===== src/evt_trap_defines.vh =====
// Register offsets, field layouts, reset values and timing counts
`ifndef EVT_TRAP_DEFINES_VH
`define EVT_TRAP_DEFINES_VH
// Register byte addresses
`define ADDR_EDGE_SEL    16'hf1c0
`define ADDR_EC_CFG      16'hf1c4
`define ADDR_REQ_FLAGS   16'hf1c8
`define ADDR_TRAP_FLAGS  16'hf1cc
`define ADDR_STATUS      16'hf1d0
// Reset values
`define RST_EDGE_SEL     16'h0000
`define RST_EC_CFG       16'h0000
`define RST_TRAP_FLAGS   16'h0000
// Edge select field codes
`define EDGE_STD         2'h0
`define EDGE_RISE        2'h1
`define EDGE_FALL        2'h2
`define EDGE_ANY         2'h3
// Trap flag bit positions
`define TF_NMI           15
`define TF_STKOF         14
`define TF_STKUF         13
`define TF_DEBUG         12
`define TF_UNDOPC        7
`define TF_PRTFLT        3
`define TF_ILLOPA        2
`define TF_ILLINA        1
`define TF_ILLBUS        0
`define TF_MASK          16'hf08f
// Trap vectors (word addresses in the low vector range)
`define VEC_NMI          9'h008
`define VEC_STKOF        9'h010
`define VEC_STKUF        9'h018
`define VEC_DEBUG        9'h020
`define VEC_CLASS_B      9'h028
`define HW_TRAP_LEVEL    4'hf
// Trap classes, higher value wins
`define TCLS_NONE        2'h0
`define TCLS_B           2'h1
`define TCLS_A           2'h2
`define TCLS_DEBUG       2'h3
// Timing in states (one state = one pclk = two clock phases)
`define STD_SAMPLE_STATES  8
`define ARB_STATES         4
`define XFER_MIN_STATES    4'h2
`define EXTRA_HOLD         4'h1
`define EXTRA_CODE_RD      4'h2
`define EXTRA_PSW_DEP      4'h2
`define EXTRA_MAX          4'h9
`define EXTRA_EXTENDED     4'h2
`endif


===== src/evt_trap_entry.v =====
// Event-channel injection, fast interrupt lines and trap entry logic
`timescale 1ns/1ns
`include "evt_trap_defines.vh"

module evt_trap_entry (
    // Clock and reset
    input  wire        pclk,
    input  wire        presetn,
    // APB slave
    input  wire        psel,
    input  wire        penable,
    input  wire        pwrite,
    input  wire [15:0] paddr,
    input  wire [31:0] pwdata,
    output reg  [31:0] prdata,
    output wire        pready,
    output wire        pslverr,
    // External interrupt pins and sleep
    input  wire [7:0]  fast_line,
    input  wire        sleep_mode,
    output wire        sleep_wake,
    // Pipeline status
    input  wire        instr_last_state,
    input  wire [1:0]  hold_cnt,
    input  wire        code_operand_rd,
    input  wire        psw_rd_after_flags,
    input  wire        ext_conflict,
    input  wire        ecc_read,
    input  wire        xfer_bus_busy,
    input  wire        segmented,
    input  wire        return_from_interrupt,
    // Trap conditions
    input  wire        nmi_evt,
    input  wire        stk_over_evt,
    input  wire        stk_under_evt,
    input  wire        debug_evt,
    input  wire [4:0]  class_b_evt,
    input  wire        sw_trap_req,
    input  wire [6:0]  sw_trap_num,
    // Event channel and interrupt outputs
    output reg         xfer_inject,
    output reg  [2:0]  xfer_chan,
    output reg         xfer_done,
    output reg         instr_stall,
    output reg  [7:0]  irq_req,
    output wire        irq_block,
    // Trap entry outputs
    output reg         trap_take,
    output reg  [8:0]  trap_vector,
    output reg         trap_set_level,
    output reg  [3:0]  trap_level,
    output reg         trap_cs_zero,
    output reg         trap_cancel
);

    // ************************************************************
    // Declarations
    // ************************************************************
    localparam ST_IDLE  = 3'h0;
    localparam ST_DELAY = 3'h1;
    localparam ST_PRIO  = 3'h2;
    localparam ST_INJ   = 3'h3;
    localparam ST_XFER  = 3'h4;

    reg  [15:0] edge_sel_ff;
    reg  [15:0] ec_cfg_ff;
    reg  [7:0]  req_ff;
    reg  [15:0] tfr_ff;
    reg  [7:0]  sync1_ff;
    reg  [7:0]  sync2_ff;
    reg  [7:0]  prev_ff;
    reg  [7:0]  std_prev_ff;
    reg  [2:0]  div_ff;
    reg  [2:0]  state_ff;
    reg  [3:0]  cnt_ff;
    reg  [2:0]  chan_ff;
    reg  [1:0]  cls_ff;
    reg  [1:0]  saved_cls_ff;
    reg  [7:0]  nxt_req;
    reg  [15:0] nxt_tfr;
    reg  [7:0]  det;
    reg  [4:0]  extra;
    reg  [2:0]  win;
    reg         win_ok;
    integer     i;

    wire        wr_en = psel & penable & pwrite;
    wire        std_tick = (div_ff == 3'h7);
    wire        arb_tick = (div_ff[1:0] == 2'h3);
    wire [7:0]  chan_en = ec_cfg_ff[7:0];
    wire [7:0]  chan_ext = ec_cfg_ff[15:8];
    wire [7:0]  ec_pend = req_ff & chan_en;
    wire        acc_hit = (paddr == `ADDR_EDGE_SEL) | (paddr == `ADDR_EC_CFG) |
                          (paddr == `ADDR_REQ_FLAGS) | (paddr == `ADDR_TRAP_FLAGS) |
                          (paddr == `ADDR_STATUS);

    // Returns the mode field of one line
    function [1:0] mode_of;
        input [15:0] sel;
        input [2:0]  idx;
        begin
            mode_of = sel[{idx, 1'b0} +: 2];
        end
    endfunction

    // Edge match for a given mode, old and new level
    function edge_hit;
        input [1:0] mode;
        input       old_lvl;
        input       new_lvl;
        begin
            case (mode)
                `EDGE_RISE: edge_hit = ~old_lvl & new_lvl;
                `EDGE_FALL: edge_hit = old_lvl & ~new_lvl;
                `EDGE_ANY:  edge_hit = old_lvl ^ new_lvl;
                default:    edge_hit = 1'b0;
            endcase
        end
    endfunction

    // Pending trap class from the flag register
    function [1:0] trap_class;
        input [15:0] f;
        begin
            if (f[`TF_DEBUG])
                trap_class = `TCLS_DEBUG;
            else if (f[`TF_NMI] | f[`TF_STKOF] | f[`TF_STKUF])
                trap_class = `TCLS_A;
            else if (|(f & 16'h008f))
                trap_class = `TCLS_B;
            else
                trap_class = `TCLS_NONE;
        end
    endfunction

    wire [1:0] pend_cls = trap_class(tfr_ff);
    wire       hw_trap_go = (pend_cls > cls_ff);
    // Traps bypass every interrupt request
    assign irq_block = hw_trap_go | sw_trap_req;

    // ************************************************************
    // APB slave
    // ************************************************************
    // Zero wait state; unmapped addresses answer with an error
    assign pready  = 1'b1;
    assign pslverr = psel & penable & ~acc_hit;

    // Read data registered at the setup cycle so it is stable in access
    always @(posedge pclk or negedge presetn) begin
        if (!presetn) begin
            prdata <= 32'h0000_0000;
        end else if (psel & ~penable & ~pwrite) begin
            case (paddr)
                `ADDR_EDGE_SEL:   prdata <= {16'h0000, edge_sel_ff};
                `ADDR_EC_CFG:     prdata <= {16'h0000, ec_cfg_ff};
                `ADDR_REQ_FLAGS:  prdata <= {24'h000000, req_ff};
                `ADDR_TRAP_FLAGS: prdata <= {16'h0000, tfr_ff};
                `ADDR_STATUS:     prdata <= {22'h000000, cls_ff, chan_ff, state_ff,
                                             instr_stall, xfer_inject};
                default:          prdata <= 32'h0000_0000;
            endcase
        end
    end

    // Configuration registers
    always @(posedge pclk or negedge presetn) begin
        if (!presetn) begin
            edge_sel_ff <= `RST_EDGE_SEL;
            ec_cfg_ff   <= `RST_EC_CFG;
        end else if (wr_en) begin
            if (paddr == `ADDR_EDGE_SEL)
                edge_sel_ff <= pwdata[15:0];
            if (paddr == `ADDR_EC_CFG)
                ec_cfg_ff <= pwdata[15:0];
        end
    end

    // ************************************************************
    // Line sampling and request detection
    // ************************************************************
    // Two-stage synchroniser, then a third stage for edge history
    always @(posedge pclk or negedge presetn) begin
        if (!presetn) begin
            sync1_ff    <= 8'h00;
            sync2_ff    <= 8'h00;
            prev_ff     <= 8'h00;
            std_prev_ff <= 8'h00;
            div_ff      <= 3'h0;
        end else begin
            sync1_ff <= fast_line;
            sync2_ff <= sync1_ff;
            prev_ff  <= sync2_ff;
            div_ff   <= div_ff + 3'h1;
            if (std_tick)
                std_prev_ff <= sync2_ff;
        end
    end

    // Fast lines every state; standard lines only on the slow tick
    always @* begin
        det = 8'h00;
        for (i = 0; i < 8; i = i + 1) begin
            if (mode_of(edge_sel_ff, i[2:0]) == `EDGE_STD)
                det[i] = std_tick & ~std_prev_ff[i] & sync2_ff[i];
            else
                det[i] = edge_hit(mode_of(edge_sel_ff, i[2:0]), prev_ff[i],
                                  sync2_ff[i]);
        end
    end

    // Clockless wake path: raw pins against last sampled level.
    // Only usable as a wake source, it is not glitch filtered.
    reg [7:0] wake_vec;
    always @* begin
        wake_vec = 8'h00;
        for (i = 0; i < 8; i = i + 1)
            wake_vec[i] = edge_hit(mode_of(edge_sel_ff, i[2:0]), prev_ff[i],
                                   fast_line[i]);
    end
    assign sleep_wake = sleep_mode & (|wake_vec);

    // Request flags: set wins over software and injection clear
    always @* begin
        nxt_req = req_ff;
        if (wr_en & (paddr == `ADDR_REQ_FLAGS))
            nxt_req = nxt_req & ~pwdata[7:0];
        if (state_ff == ST_INJ)
            nxt_req[chan_ff] = 1'b0;
        nxt_req = nxt_req | det;
    end

    // Standard requests forwarded on the arbitration tick only
    always @(posedge pclk or negedge presetn) begin
        if (!presetn) begin
            req_ff  <= 8'h00;
            irq_req <= 8'h00;
        end else begin
            req_ff <= nxt_req;
            if (arb_tick)
                irq_req <= req_ff & ~chan_en;
        end
    end

    // ************************************************************
    // Event channel sequencer
    // ************************************************************
    // Winner is the highest numbered pending channel
    always @* begin
        win    = 3'h0;
        win_ok = 1'b0;
        for (i = 0; i < 8; i = i + 1) begin
            if (ec_pend[i]) begin
                win    = i[2:0];
                win_ok = 1'b1;
            end
        end
    end

    // Extra states charged from the pipeline condition at detection
    always @* begin
        extra = {3'h0, hold_cnt} * {1'b0, `EXTRA_HOLD};
        if (code_operand_rd)
            extra = extra + {1'b0, `EXTRA_CODE_RD};
        if (psw_rd_after_flags)
            extra = extra + {1'b0, `EXTRA_PSW_DEP};
        if (extra > {1'b0, `EXTRA_MAX})
            extra = {1'b0, `EXTRA_MAX};
        if (!instr_last_state)
            extra = extra + 5'h01;
        if (chan_ext[win])
            extra = extra + {1'b0, `EXTRA_EXTENDED};
    end

    always @(posedge pclk or negedge presetn) begin
        if (!presetn) begin
            state_ff    <= ST_IDLE;
            cnt_ff      <= 4'h0;
            chan_ff     <= 3'h0;
            xfer_inject <= 1'b0;
            xfer_done   <= 1'b0;
            xfer_chan   <= 3'h0;
            instr_stall <= 1'b0;
        end else begin
            xfer_inject <= 1'b0;
            xfer_done   <= 1'b0;
            case (state_ff)
                ST_IDLE: begin
                    if (win_ok & ~irq_block) begin
                        chan_ff <= win;
                        if (extra == 5'h00) begin
                            state_ff <= ST_PRIO;
                        end else begin
                            cnt_ff   <= extra[3:0];
                            state_ff <= ST_DELAY;
                        end
                    end
                end
                ST_DELAY: begin
                    // Only a real bus conflict freezes the count
                    if (!ext_conflict) begin
                        cnt_ff <= cnt_ff - 4'h1;
                        if (cnt_ff == 4'h1)
                            state_ff <= ST_PRIO;
                    end
                end
                ST_PRIO: begin
                    if (ecc_read)
                        state_ff <= ST_PRIO;
                    else if (!ec_pend[chan_ff])
                        state_ff <= ST_IDLE;
                    else
                        state_ff <= ST_INJ;
                end
                ST_INJ: begin
                    xfer_inject <= 1'b1;
                    xfer_chan   <= chan_ff;
                    instr_stall <= 1'b1;
                    cnt_ff      <= `XFER_MIN_STATES;
                    state_ff    <= ST_XFER;
                end
                ST_XFER: begin
                    // Minimum stall plus any external operand traffic
                    if (cnt_ff != 4'h1)
                        cnt_ff <= cnt_ff - 4'h1;
                    else if (!xfer_bus_busy) begin
                        instr_stall <= 1'b0;
                        xfer_done   <= 1'b1;
                        state_ff    <= ST_IDLE;
                    end
                end
                default: begin
                    state_ff <= ST_IDLE;
                end
            endcase
        end
    end

    // ************************************************************
    // Trap flag register and trap entry
    // ************************************************************
    // Software may write any flag; a hardware event in the same cycle wins
    always @* begin
        nxt_tfr = tfr_ff;
        if (wr_en & (paddr == `ADDR_TRAP_FLAGS))
            nxt_tfr = pwdata[15:0] & `TF_MASK;
        nxt_tfr[`TF_NMI]    = nxt_tfr[`TF_NMI] | nmi_evt;
        nxt_tfr[`TF_STKOF]  = nxt_tfr[`TF_STKOF] | stk_over_evt;
        nxt_tfr[`TF_STKUF]  = nxt_tfr[`TF_STKUF] | stk_under_evt;
        nxt_tfr[`TF_DEBUG]  = nxt_tfr[`TF_DEBUG] | debug_evt;
        nxt_tfr[`TF_UNDOPC] = nxt_tfr[`TF_UNDOPC] | class_b_evt[4];
        nxt_tfr[`TF_PRTFLT] = nxt_tfr[`TF_PRTFLT] | class_b_evt[3];
        nxt_tfr[`TF_ILLOPA] = nxt_tfr[`TF_ILLOPA] | class_b_evt[2];
        nxt_tfr[`TF_ILLINA] = nxt_tfr[`TF_ILLINA] | class_b_evt[1];
        nxt_tfr[`TF_ILLBUS] = nxt_tfr[`TF_ILLBUS] | class_b_evt[0];
    end

    // Flags stay set until the handler clears them, so the entry
    // below fires once per class change, not once per flag.
    always @(posedge pclk or negedge presetn) begin
        if (!presetn) begin
            tfr_ff         <= `RST_TRAP_FLAGS;
            cls_ff         <= `TCLS_NONE;
            saved_cls_ff   <= `TCLS_NONE;
            trap_take      <= 1'b0;
            trap_vector    <= 9'h000;
            trap_set_level <= 1'b0;
            trap_level     <= 4'h0;
            trap_cs_zero   <= 1'b0;
            trap_cancel    <= 1'b0;
        end else begin
            tfr_ff    <= nxt_tfr;
            trap_take <= 1'b0;
            if (hw_trap_go) begin
                trap_take      <= 1'b1;
                saved_cls_ff   <= cls_ff;
                cls_ff         <= pend_cls;
                trap_set_level <= 1'b1;
                trap_level     <= `HW_TRAP_LEVEL;
                trap_cs_zero   <= segmented;
                trap_cancel    <= 1'b0;
                if (pend_cls == `TCLS_DEBUG)
                    trap_vector <= `VEC_DEBUG;
                else if (tfr_ff[`TF_NMI])
                    trap_vector <= `VEC_NMI;
                else if (tfr_ff[`TF_STKOF])
                    trap_vector <= `VEC_STKOF;
                else if (tfr_ff[`TF_STKUF])
                    trap_vector <= `VEC_STKUF;
                else begin
                    trap_vector <= `VEC_CLASS_B;
                    // Decode faults abort the instruction, access faults finish it
                    trap_cancel <= tfr_ff[`TF_UNDOPC] | tfr_ff[`TF_PRTFLT];
                end
            end else if (sw_trap_req) begin
                trap_take      <= 1'b1;
                trap_vector    <= {sw_trap_num, 2'b00};
                trap_set_level <= 1'b0;
                trap_cs_zero   <= segmented;
                trap_cancel    <= 1'b0;
            end else if (return_from_interrupt) begin
                cls_ff       <= saved_cls_ff;
                saved_cls_ff <= `TCLS_NONE;
            end
        end
    end

endmodule // evt_trap_entry


===== config.mk =====
export PLATFORM = sky130hd
export DESIGN_NAME = evt_trap_entry
export DESIGN_NICKNAME = d
export VERILOG_FILES = /design/src/evt_trap_entry.v
export VERILOG_INCLUDE_DIRS = /design/src /design/src/src
export SDC_FILE = /design/constraint.sdc
export NUM_CORES = 1
export LEC_CHECK = 0
export BUFFER_PORTS_ARGS = -buffer_cell sky130_fd_sc_hd__buf_2
export CORE_MARGIN = 5
export CORE_UTILIZATION = 47
export DETAILED_ROUTE_END_ITERATION = 6
export GPL_ROUTABILITY_DRIVEN = 1
export MAX_ROUTING_LAYER = met4
export PLACE_DENSITY = 0.69
export SYNTH_ARGS = -nofsm -noshare
export SYNTH_HDL_FRONTEND = slang
export SYNTH_SLANG_ARGS = --single-unit

===== constraint.sdc =====
create_clock -name pclk -period 3.75 [get_ports pclk]
set_input_delay 0.5625 -clock pclk [delete_from_list [all_inputs] [get_ports pclk]]
set_output_delay 0.5625 -clock pclk [all_outputs]
set_load 0.005 [all_outputs]

==> results of run 1 <==
-- worst max path at each step --
| stage | end | slack [ns] | cells past startpoint |
|---|---|---|---|
| after floorplan | cnt_ff[2] | 1.11 | 11 |
| after global placement | cnt_ff[2] | 0.65 | 11 |
| after detailed placement | cnt_ff[2] | 0.69 | 11 |
| after CTS | irq_block | 0.52 | 9 |
| after global routing | irq_block | 0.48 | 9 |
| final | irq_block | 0.60 | 9 |
-- state kept, by name, indices dropped and copies added (netlist names), 3 cells and up --
signal       flops
chan_ff          3
cnt_ff           4
div_ff           3
ec_cfg_ff       16
edge_sel_ff     16
irq_req          8
prdata          16
prev_ff          8
req_ff           8
state_ff         3
std_prev_ff      8
sync1_ff         8
sync2_ff         8
tfr_ff           9
trap_vector      7
xfer_chan        3
-- cell usage in the layout (no fill, tap or decap), types with 8 or more instances in the layout --
| cell | instances |
|---|---|
| nor2b_1 | 15 |
| nor3_1 | 11 |
| a211o_1 | 10 |
| mux2i_1 | 16 |
| nand2_1 | 100 |
| conb_1 | 19 |
| nor2_1 | 34 |
| mux2_2 | 29 |
| o211ai_1 | 9 |
| buf_2 | 119 |
| inv_1 | 55 |
| nand3_1 | 10 |
| nand3b_1 | 15 |
| clkbuf_16 | 17 |
| nand2b_1 | 8 |
| a22o_1 | 12 |
| a21oi_1 | 32 |
| o21ai_0 | 53 |
| mux2_1 | 10 |
| a222oi_1 | 10 |
| ha_1 | 41 |
| dfrtp_1 | 140 |
-- final cells by class --
cell class	instances	share of cell area [%]
clock buffer	23	5.56
clock inverter	9	1.75
multi-input combinational	520	40.5
sequential	140	39.1
inverter	56	2.35
tap	216	3.02
antenna	1	0.0280
timing repair buffer	128	7.59
-- synth_stat cells, drive strengths merged (10+ instances only) --
cell / number / share of area [%]
dfrtp: 140 / 46
nor3: 12 / 0.94
clkbuf: 24 / 1.2
a21oi: 32 / 2.1
mux2: 39 / 5.8
buf: 31 / 3.0
nand2: 100 / 4.9
nand3b: 15 / 1.5
o21ai: 54 / 3.6
a222oi: 10 / 1.3
nand3: 10 / 0.66
a22o: 14 / 1.7
ha: 41 / 6.8
mux2i: 16 / 2.1
a211o: 10 / 1.2
inv: 55 / 2.7
nor2: 34 / 1.7
nor2b: 15 / 1.2
-- critical path: stages (launching register included) --
cell and delay, ns:
dfrtp_1 0.46, nor4_1 0.49, a21o_1 0.20, ha_1 0.23, nand2_1 0.07, o21a_1 0.17
buf_4 0.21, nor2_1 0.08, inv_1 0.13, buf_2 0.13
-- where the power goes --
group / leakage [nW] / internal (W) / total, W / switching (W)
sequential: 1.71 / 0.00166 / 0.00179 / 0.000130
clock: 0.312 / 0.00120 / 0.00184 / 0.000640
combinational: 2.24 / 0.000337 / 0.000814 / 0.000477
total: 4.26 / 0.00320 / 0.00444 / 0.00125
-- kinds of logic (layout without fill, tap and decap cells) --
kind of cell | count (synthesis) | count (layout)
adders and majority gates | 41 | 41
DFF | 140 | 140
xor gates and xnor gates | 4 | 4
and+or+nand+nor | 219 | 219
buffers and inverters | 111 | 216
muxes | 56 | 56
AOI/OAI and AO/OA | 181 | 181
other | 2 | 20
-- per-layer routing --
metal  vias to the layer above  global-route usage, %  wire length (µm)
li1                       2857                      -                 -
met1                      2898                   27.4              8370
met4                         0                   6.98               333
met3                        22                   5.88              1470
met5                         -                      -                 0
met2                       204                   34.0              8920
-- through the flow --
step | power, W | setup WS [ns] | util [%]
floorplan | 0.00232 | 1.11 | -
global placement | 0.00261 | 0.651 | 52.2
detailed placement | 0.00263 | 0.693 | 52.2
CTS | 0.00448 | 0.519 | 56.3
global route | 0.00468 | 0.481 | 56.3
finish | 0.00444 | 0.595 | 56.3
==> results.sh, run 1 <==
export IMPL_cts_setup_buffers=0
export IMPL_cts_sinks=140
export IMPL_min_period_ns=3.15
export IMPL_r2r_start="tfr_ff[12]"
export IMPL_drcViolationCount=0
export IMPL_finalHoldViolations=0
export IMPL_final_antenna_net_count=0
export IMPL_reg2reg_slack_ns=0.69
export IMPL_clock_latency_ns=0.42
export IMPL_power_density_mw_per_mm2=497
export IMPL_layout_nets=993
export IMPL_relSlewSlack_pct=48.4
export IMPL_synth_compound_gate_area_share_pct=17.0
export IMPL_synthXorXnorAreaFrac_pct=0.461
export IMPL_synth_area_mm2=0.00759
export IMPL_async_flop_share_pct=100
export IMPL_grt_pass1_vias=5800
export IMPL_placed_area_mm2=0.00829
export IMPL_die_area_mm2=0.0188
export IMPL_critPathCaptureType="output pin"
export IMPL_ir_worst_vdd_v=0.000353
export IMPL_cts_hold_buffers=0
export IMPL_io_buffers=120
export IMPL_syn_area_per_cell_um2=10.1
export IMPL_syn_inst=754
export IMPL_synth_edf_count=0
export IMPL_fmax_mhz=317
export IMPL_arrival_ns=2.59
export IMPL_cts_htree_levels=4
export IMPL_muxShareOfSynthArea_pct=8.19
export IMPL_seq_area_frac_synth_pct=46.1
export IMPL_hold_ws_ns=0.201
export IMPL_yosysWarnings=0
export IMPL_fin_tns_setup_ns=0
export IMPL_viasPerCell=5.47
export IMPL_synthSimpleGateAreaFrac_pct=14.5
export IMPL_io_pins=156
export IMPL_nFillCells=1417
export IMPL_synthAdderAreaFrac_pct=6.76
export IMPL_die_y_um=137
export IMPL_timing_critical_path_from_type="flop"
export IMPL_ff2ff_path_depth=11
export IMPL_design_core_area_mm2=0.0159
export IMPL_max_cap_viol_count=0
export IMPL_tightest_slew_ns=0.774
export IMPL_grt_max_degree=86
export IMPL_antenna_found_initial=1
export IMPL_clockBufferDepth=2
export IMPL_multiInputGateArea_mm2=0.00363
export IMPL_dp_hpwl_mm=14.2
export IMPL_cp_required_ns=3.19
export IMPL_drtIter0Drc=452
export IMPL_rsz0062_at_grt="no"
export IMPL_dr_pass1_iters=5
export IMPL_post_synth_num_cell_types=70
export IMPL_clk_pin_slew_ns=0.06
export IMPL_clock_skew_ns=0.00721
export IMPL_synthFlopType="dfrtp_1"
export IMPL_rows=46
export IMPL_leakage_nw=4.26
export IMPL_gp_congestion=0.920
export IMPL_ys_ff_latch=140
export IMPL_seq_area_mm2=0.00350
export IMPL_fin_cells=1093
export IMPL_critPathLaunch="tfr_ff[12]"
export IMPL_synth_top_family_by_area="compound AO/OA/AOI/OAI gates"
export IMPL_crit_path_max_fanout=12
export IMPL_reg2reg_to="cnt_ff[2]"
export IMPL_start_util_pct=47.8
export IMPL_tritoncts="done"
export IMPL_ctsResizeCount=0
export IMPL_track_usage_pct=21.7
export IMPL_dp_cells=1060
export IMPL_hp_class="primary input to asynchronous set/reset pin"
export IMPL_drt_wl_total_mm=19.1
export IMPL_fin_crit_sh_pct=84.1
export IMPL_status="finished clean"
export IMPL_maxSlewViolCount=0
export IMPL_final_layout_size_suffix_gt1_share_pct=24.2
export IMPL_wl_per_cell_um=17.5
export IMPL_dr_total_vias=5981
export IMPL_cts_root_buf="clkbuf_16"
export IMPL_grt_pass1_wl_mm=30.4
export IMPL_cts_buffers=17
export IMPL_grt_ovfl_total=0
export IMPL_worstSetupPathType="flop to output pin"
export IMPL_setup_viol=0
export IMPL_die_width_um=137
export IMPL_fin_area_mm2=0.00895
export IMPL_syn2layout_area_growth_pct=17.8
(Power assumes the default switching activity.)
==> run 2, diff against run 1 <==
PLACE_DENSITY = 0.72   (was 0.69)
clock period = 2.9 ns   (was 3.75 ns; I/O delays follow)
==> run 2 against run 1 <==
  * Global-route usage increased by 0.37 points
  * Critical endpoint unchanged
  * Largest power group is now sequential cells
  * Highest routed layer unchanged
  * Core utilization increased by 0.82 points
  * Final cell count increased by 1.6%
==> results.sh, run 2 (synthesis gave the netlist of run 1 again) <==
export IMPL_worst_path_max_delay_cell="dfrtp_1"
export IMPL_grt_ovfl_total=0
export IMPL_grt_pass1_wl_mm=30.9
export IMPL_ff2ff_path_depth=12
export IMPL_clock_latency_ns=0.43
export IMPL_crit_buf_inv=4
export IMPL_reg_top3="ec_cfg_ff x16, edge_sel_ff x16, prdata x16"
export IMPL_leakage_nw=4.34
export IMPL_setup_viol=0
export IMPL_grt_pass1_vias=5888
export IMPL_start_util_pct=47.8
export IMPL_cts_htree_levels=4
export IMPL_cp_required_ns=2.47
export IMPL_track_usage_pct=22.1
export IMPL_dr_pass1_iters=6
export IMPL_final_cell_mix="dfrtp_1 (140), buf_2 (119), nand2_1 (100)"
export IMPL_finalHoldViolations=0
export IMPL_hold_ws_ns=0.150
export IMPL_rsz0062_at_grt="yes"
export IMPL_dp_hpwl_mm=14.6
export IMPL_reg2reg_to="cnt_ff[2]"
export IMPL_cts_buffers=17
export IMPL_endpoint="irq_block"
export IMPL_r2r_start="tfr_ff[14]"
export IMPL_min_path_cells=1
export IMPL_path_cells="nor4_2, buf_4, a21o_1, ha_2, nand2_1, o21a_1, buf_6, nor2_1, inv_1, buf_2"
export IMPL_min_period_ns=2.81
export IMPL_viasPerCell=5.49
export IMPL_maxSlewViolCount=0
export IMPL_dp_cells=1074
export IMPL_die_width_um=137
export IMPL_fin_util_pct=57.2
export IMPL_clock_skew_ns=0.00825
export IMPL_io_buffers=120
export IMPL_cp_depth=10
export IMPL_critPathLaunch="tfr_ff[2]"
export IMPL_status="finished clean"
export IMPL_fin_cells=1111
export IMPL_die_y_um=137
export IMPL_clockBufferDepth=2
export IMPL_antenna_found_initial=2
export IMPL_cts_root_buf="clkbuf_16"
export IMPL_wl_per_cell_um=17.7
export IMPL_rows=46
export IMPL_clk_pin_slew_ns=0.06
export IMPL_tightest_slew_ns=0.572
export IMPL_crit_path_max_fanout=3
export IMPL_cpPeakStageDelay_ns=0.40
export IMPL_final_antenna_net_count=0
export IMPL_fmax_mhz=356
export IMPL_critPathCaptureType="output pin"
export IMPL_dr_total_vias=6100
export IMPL_die_area_mm2=0.0188
export IMPL_use_met3_pct=5.33
export IMPL_max_cap_viol_count=0
export IMPL_drtIter0Drc=503
export IMPL_final_layout_size_suffix_gt1_share_pct=26.1
export IMPL_nFillCells=1406
export IMPL_design_core_area_mm2=0.0159
export IMPL_busiest_layer="met2"
export IMPL_relSlewSlack_pct=61.5
export IMPL_layout_nets=1011
export IMPL_worstSetupPathType="flop to output pin"
export IMPL_arrival_ns=2.37
export IMPL_power_density_mw_per_mm2=621
export IMPL_tritoncts="done"
export IMPL_crit_family="buffers and inverters"
export IMPL_timing_critical_path_from_type="flop"
export IMPL_layout_commonest_cell="dfrtp_1"
export IMPL_grt_max_degree=67
export IMPL_gp_congestion=0.897
export IMPL_reg2reg_slack_ns=0.10
export IMPL_drcViolationCount=0
export IMPL_syn2layout_area_growth_pct=19.6
export IMPL_hp_class="primary input to flop"
export IMPL_fin_crit_sh_pct=96.8
export IMPL_met1_usage_pct=28.3
export IMPL_io_pins=156
export IMPL_cts_sinks=140
export IMPL_drt_wl_total_mm=19.7
export IMPL_grtUsageMet2_pct=35.1
export IMPL_ir_worst_vdd_v=0.000405
==> run 2: worst min-delay path by stage <==
stage	to	start	slack (ns)
finish	sync1_ff[6]	fast_line[6]	0.15
global placement	sync2_ff[6]	sync1_ff[6]	0.33
global route	sync1_ff[6]	fast_line[6]	0.13
floorplan	chan_ff[0]	presetn	0.14
detailed placement	sync2_ff[2]	sync1_ff[2]	0.34
CTS	sync1_ff[6]	fast_line[6]	0.13
==> run 2: report_power, final <==
part | internal, W | switching (W) | total, W
combinational | 0.000496 | 0.000643 | 0.00114
clock | 0.00137 | 0.000816 | 0.00218
sequential | 0.00214 | 0.000174 | 0.00232
total | 0.00401 | 0.00163 | 0.00564
==> run 2: layout make-up <==
| type | count | area, µm² | area share [%] |
|---|---|---|---|
| Sequential cell | 140 | 3500 | 38.6 |
| Tap cell | 216 | 270 | 2.98 |
| Clock buffer | 20 | 447 | 4.92 |
| Multi-Input combinational cell | 520 | 3660 | 40.3 |
| Antenna cell | 2 | 5.00 | 0.0551 |
| Clock inverter | 11 | 144 | 1.58 |
| Inverter | 56 | 210 | 2.32 |
| Timing Repair Buffer | 146 | 837 | 9.22 |
==> run 2: per-layer routing <==
| layer | vias up | routed length [µm] |
|---|---|---|
| li1 | 2890 | - |
| met1 | 2961 | 8370 |
| met2 | 228 | 9470 |
| met3 | 21 | 1570 |
| met4 | 0 | 237 |
| met5 | - | 0 |
==> run 2: what timing repair did <==
item / in CTS / in global routing
hold buffers: 1 / 0
endpoints found under the hold margin: 40 / 0
gates resized for setup: 2 / 7
endpoints found under the setup margin: 1 / 9
pin swaps: 0 / 2
buffers inserted: 0 / 3
==> run 2: through the flow <==
step                      instance area [µm²]  worst slack, ns  total power [W]  setup TNS [ns]
after detailed placement                 8410           0.0346          0.00341               0
after global placement                   8410           0.0622          0.00338               0
final                                    9080           0.0932          0.00564               0
after CTS                                9020           0.0104          0.00563               0
after global routing                     9080          -0.0919          0.00594          -0.428
after floorplan                          7660            0.259          0.00300               0
==> run 3, diff against run 2 <==
CORE_UTILIZATION = 33   (was 47)
PLACE_DENSITY = 0.54   (was 0.72)
==> run 3 against run 2 <==
  * Global-route usage is 5.1 points lower
  * Via count shrank 1.7%
  * Power is 0.78% lower
  * Non-clock buffer count grew 14
  * Register-to-register slack better by 0.04 ns
  * Worst setup slack improved by 0.041 ns
  * Final cell count is 7.5% higher
  * Sequential power about the same
  * Clock power decreased by 3%
==> results.sh, run 3 (synthesis gave the netlist of run 1 again) <==
export IMPL_dp_slack_ns=0.0340
export IMPL_drt_wl_total_mm=21.4
export IMPL_p_clk_share_pct=37.7
export IMPL_fmax_mhz=362
export IMPL_p_comb_share_pct=20.9
export IMPL_start_util_pct=33.5
export IMPL_fin_tns_setup_ns=0
export IMPL_antenna_found_initial=0
export IMPL_clk_pin_slew_ns=0.06
export IMPL_setup_viol=0
export IMPL_worstSetupPathType="flop to output pin"
export IMPL_dp_cells=1156
export IMPL_fin_area_mm2=0.00923
export IMPL_die_width_um=162
export IMPL_die_y_um=162
export IMPL_clock_skew_ns=0.0118
export IMPL_timing_critical_path_from_type="flop"
export IMPL_dp_hpwl_mm=16.3
export IMPL_drtIter0Drc=289
export IMPL_p_total_w=0.00559
export IMPL_dr_total_vias=5999
export IMPL_ir_worst_vdd_v=0.000382
export IMPL_cts_buffers=17
export IMPL_die_area_mm2=0.0261
export IMPL_power_internal_w=0.00389
export IMPL_fin_cells=1194
export IMPL_seqPwrFrac_pct=41.3
export IMPL_relSlewSlack_pct=51.3
export IMPL_hp_class="primary input to asynchronous set/reset pin"
export IMPL_power_density_mw_per_mm2=606
export IMPL_nFillCells=2242
export IMPL_rows=55
export IMPL_min_period_ns=2.77
export IMPL_crit_path_max_fanout=3
export IMPL_wl_per_cell_um=17.9
export IMPL_io_pins=156
export IMPL_netSwitchingPower_w=0.00170
export IMPL_cp_required_ns=2.47
export IMPL_max_cap_viol_count=0
export IMPL_finalHoldViolations=0
export IMPL_ff2ff_path_depth=12
export IMPL_viasPerCell=5.02
export IMPL_fin_crit_sh_pct=95.4
export IMPL_reg_top3="ec_cfg_ff x16, edge_sel_ff x16, prdata x16"
export IMPL_seq_area_mm2=0.00350
export IMPL_leakage_nw=4.39
export IMPL_dr_pass1_iters=5
export IMPL_design_core_area_mm2=0.0226
export IMPL_final_layout_size_suffix_gt1_share_pct=27.6
export IMPL_cts_root_buf="clkbuf_16"
export IMPL_final_antenna_net_count=0
export IMPL_cts_sinks=140
export IMPL_final_cell_mix="dfrtp_1 (140), buf_2 (119), nand2_1 (100)"
export IMPL_drcViolationCount=0
export IMPL_io_buffers=120
export IMPL_grt_max_degree=75
export IMPL_tightest_slew_ns=0.731
export IMPL_tritoncts="done"
export IMPL_grt_pass1_wl_mm=33.4
export IMPL_reg2reg_to="cnt_ff[2]"
export IMPL_grt_pass1_vias=5877
export IMPL_multiInputGateArea_mm2=0.00365
export IMPL_layout_nets=1025
export IMPL_layout_commonest_cell="dfrtp_1"
export IMPL_gp_congestion=0.868
export IMPL_setup_ws_ns=0.135
export IMPL_cts_hold_buffers=0
export IMPL_r2r_start="tfr_ff[12]"
export IMPL_placed_area_mm2=0.00859
export IMPL_p_sw_share_pct=30.4
export IMPL_clock_latency_ns=0.43
export IMPL_arrival_ns=2.33
export IMPL_cts_htree_levels=4
export IMPL_clockBufferDepth=2
export IMPL_grt_ovfl_total=0
export IMPL_reg2reg_slack_ns=0.14
export IMPL_syn2layout_area_growth_pct=21.6
export IMPL_track_usage_pct=17.0
export IMPL_critPathCaptureType="output pin"
export IMPL_status="finished clean"
export IMPL_maxSlewViolCount=0
==> run 3: cell types whose count changed in the layout (fill, tap and decap cells not counted), sizes merged <==
cell,change
buf,+15
diode,-1
clkbuf,-1
bufinv,-2
clkinvlp,+2
dlygate4sd3,-1
inv,+2
==> run 3: worst max path at each step <==
stage,from,to,slack [ns],depth (start not counted)
floorplan,tfr_ff[14],cnt_ff[2],0.26,11
global placement,tfr_ff[12],cnt_ff[0],0.06,13
detailed placement,tfr_ff[12],cnt_ff[3],0.03,13
CTS,tfr_ff[12],irq_block,0.001,11
global route,tfr_ff[2],irq_block,-0.007,11
finish,tfr_ff[12],irq_block,0.13,11
==> run 3: critical path: stages (launching register included) <==
cell	delay, ns
dfrtp_1	0.39
buf_4	0.15
nor2_2	0.09
nand2_1	0.09
ha_1	0.31
nor2b_1	0.15
o21a_1	0.20
buf_6	0.13
nor2_2	0.09
inv_1	0.06
buf_4	0.13
buf_2	0.12
==> run 3: what timing repair did <==
action                     CTS  global route
setup endpoints to repair    1             5
resized for setup            3             5
hold endpoints to repair     0             0
buffers inserted             1             4
pin swaps                    0             5
==> run 3: final cells by class <==
cell class / instances / area share [%]
multi-input cells: 520 / 39.5
flip-flops and latches: 140 / 38.0
repair buffers: 160 / 10.2
clock buffers: 19 / 4.91
well taps: 285 / 3.86
inverters: 56 / 2.28
clock inverters: 13 / 1.26
diodes: 1 / 0.0271
==> run 3: power by group through the flow <==
stage / clock network [W] / registers, W / logic, W
global placement: 0 / 0.00234 / 0.00111
detailed placement: 0 / 0.00234 / 0.00113
finish: 0.00211 / 0.00231 / 0.00117
global route: 0.00227 / 0.00234 / 0.00134
CTS: 0.00217 / 0.00231 / 0.00114
floorplan: 0 / 0.00228 / 0.000720
==> run 3: through the flow <==
stage,util [%],hold WS (ns)
4_1_cts,40.6,0.0760
2_1_floorplan,-,0.139
3_5_place_dp,38.0,0.335
3_3_place_gp,38.0,0.332
6_report,40.8,0.0474
5_1_grt,40.8,0.0930
==> run 3: routing by layer <==
metal / GRT usage [%] / part of all wire, % / vias to the layer above
li1: - / - / 2922
met4: 4.38 / 1.5 / 0
met2: 25.6 / 45 / 161
met3: 4.21 / 6.5 / 23
met5: - / 0 / -
met1: 23.1 / 47 / 2893
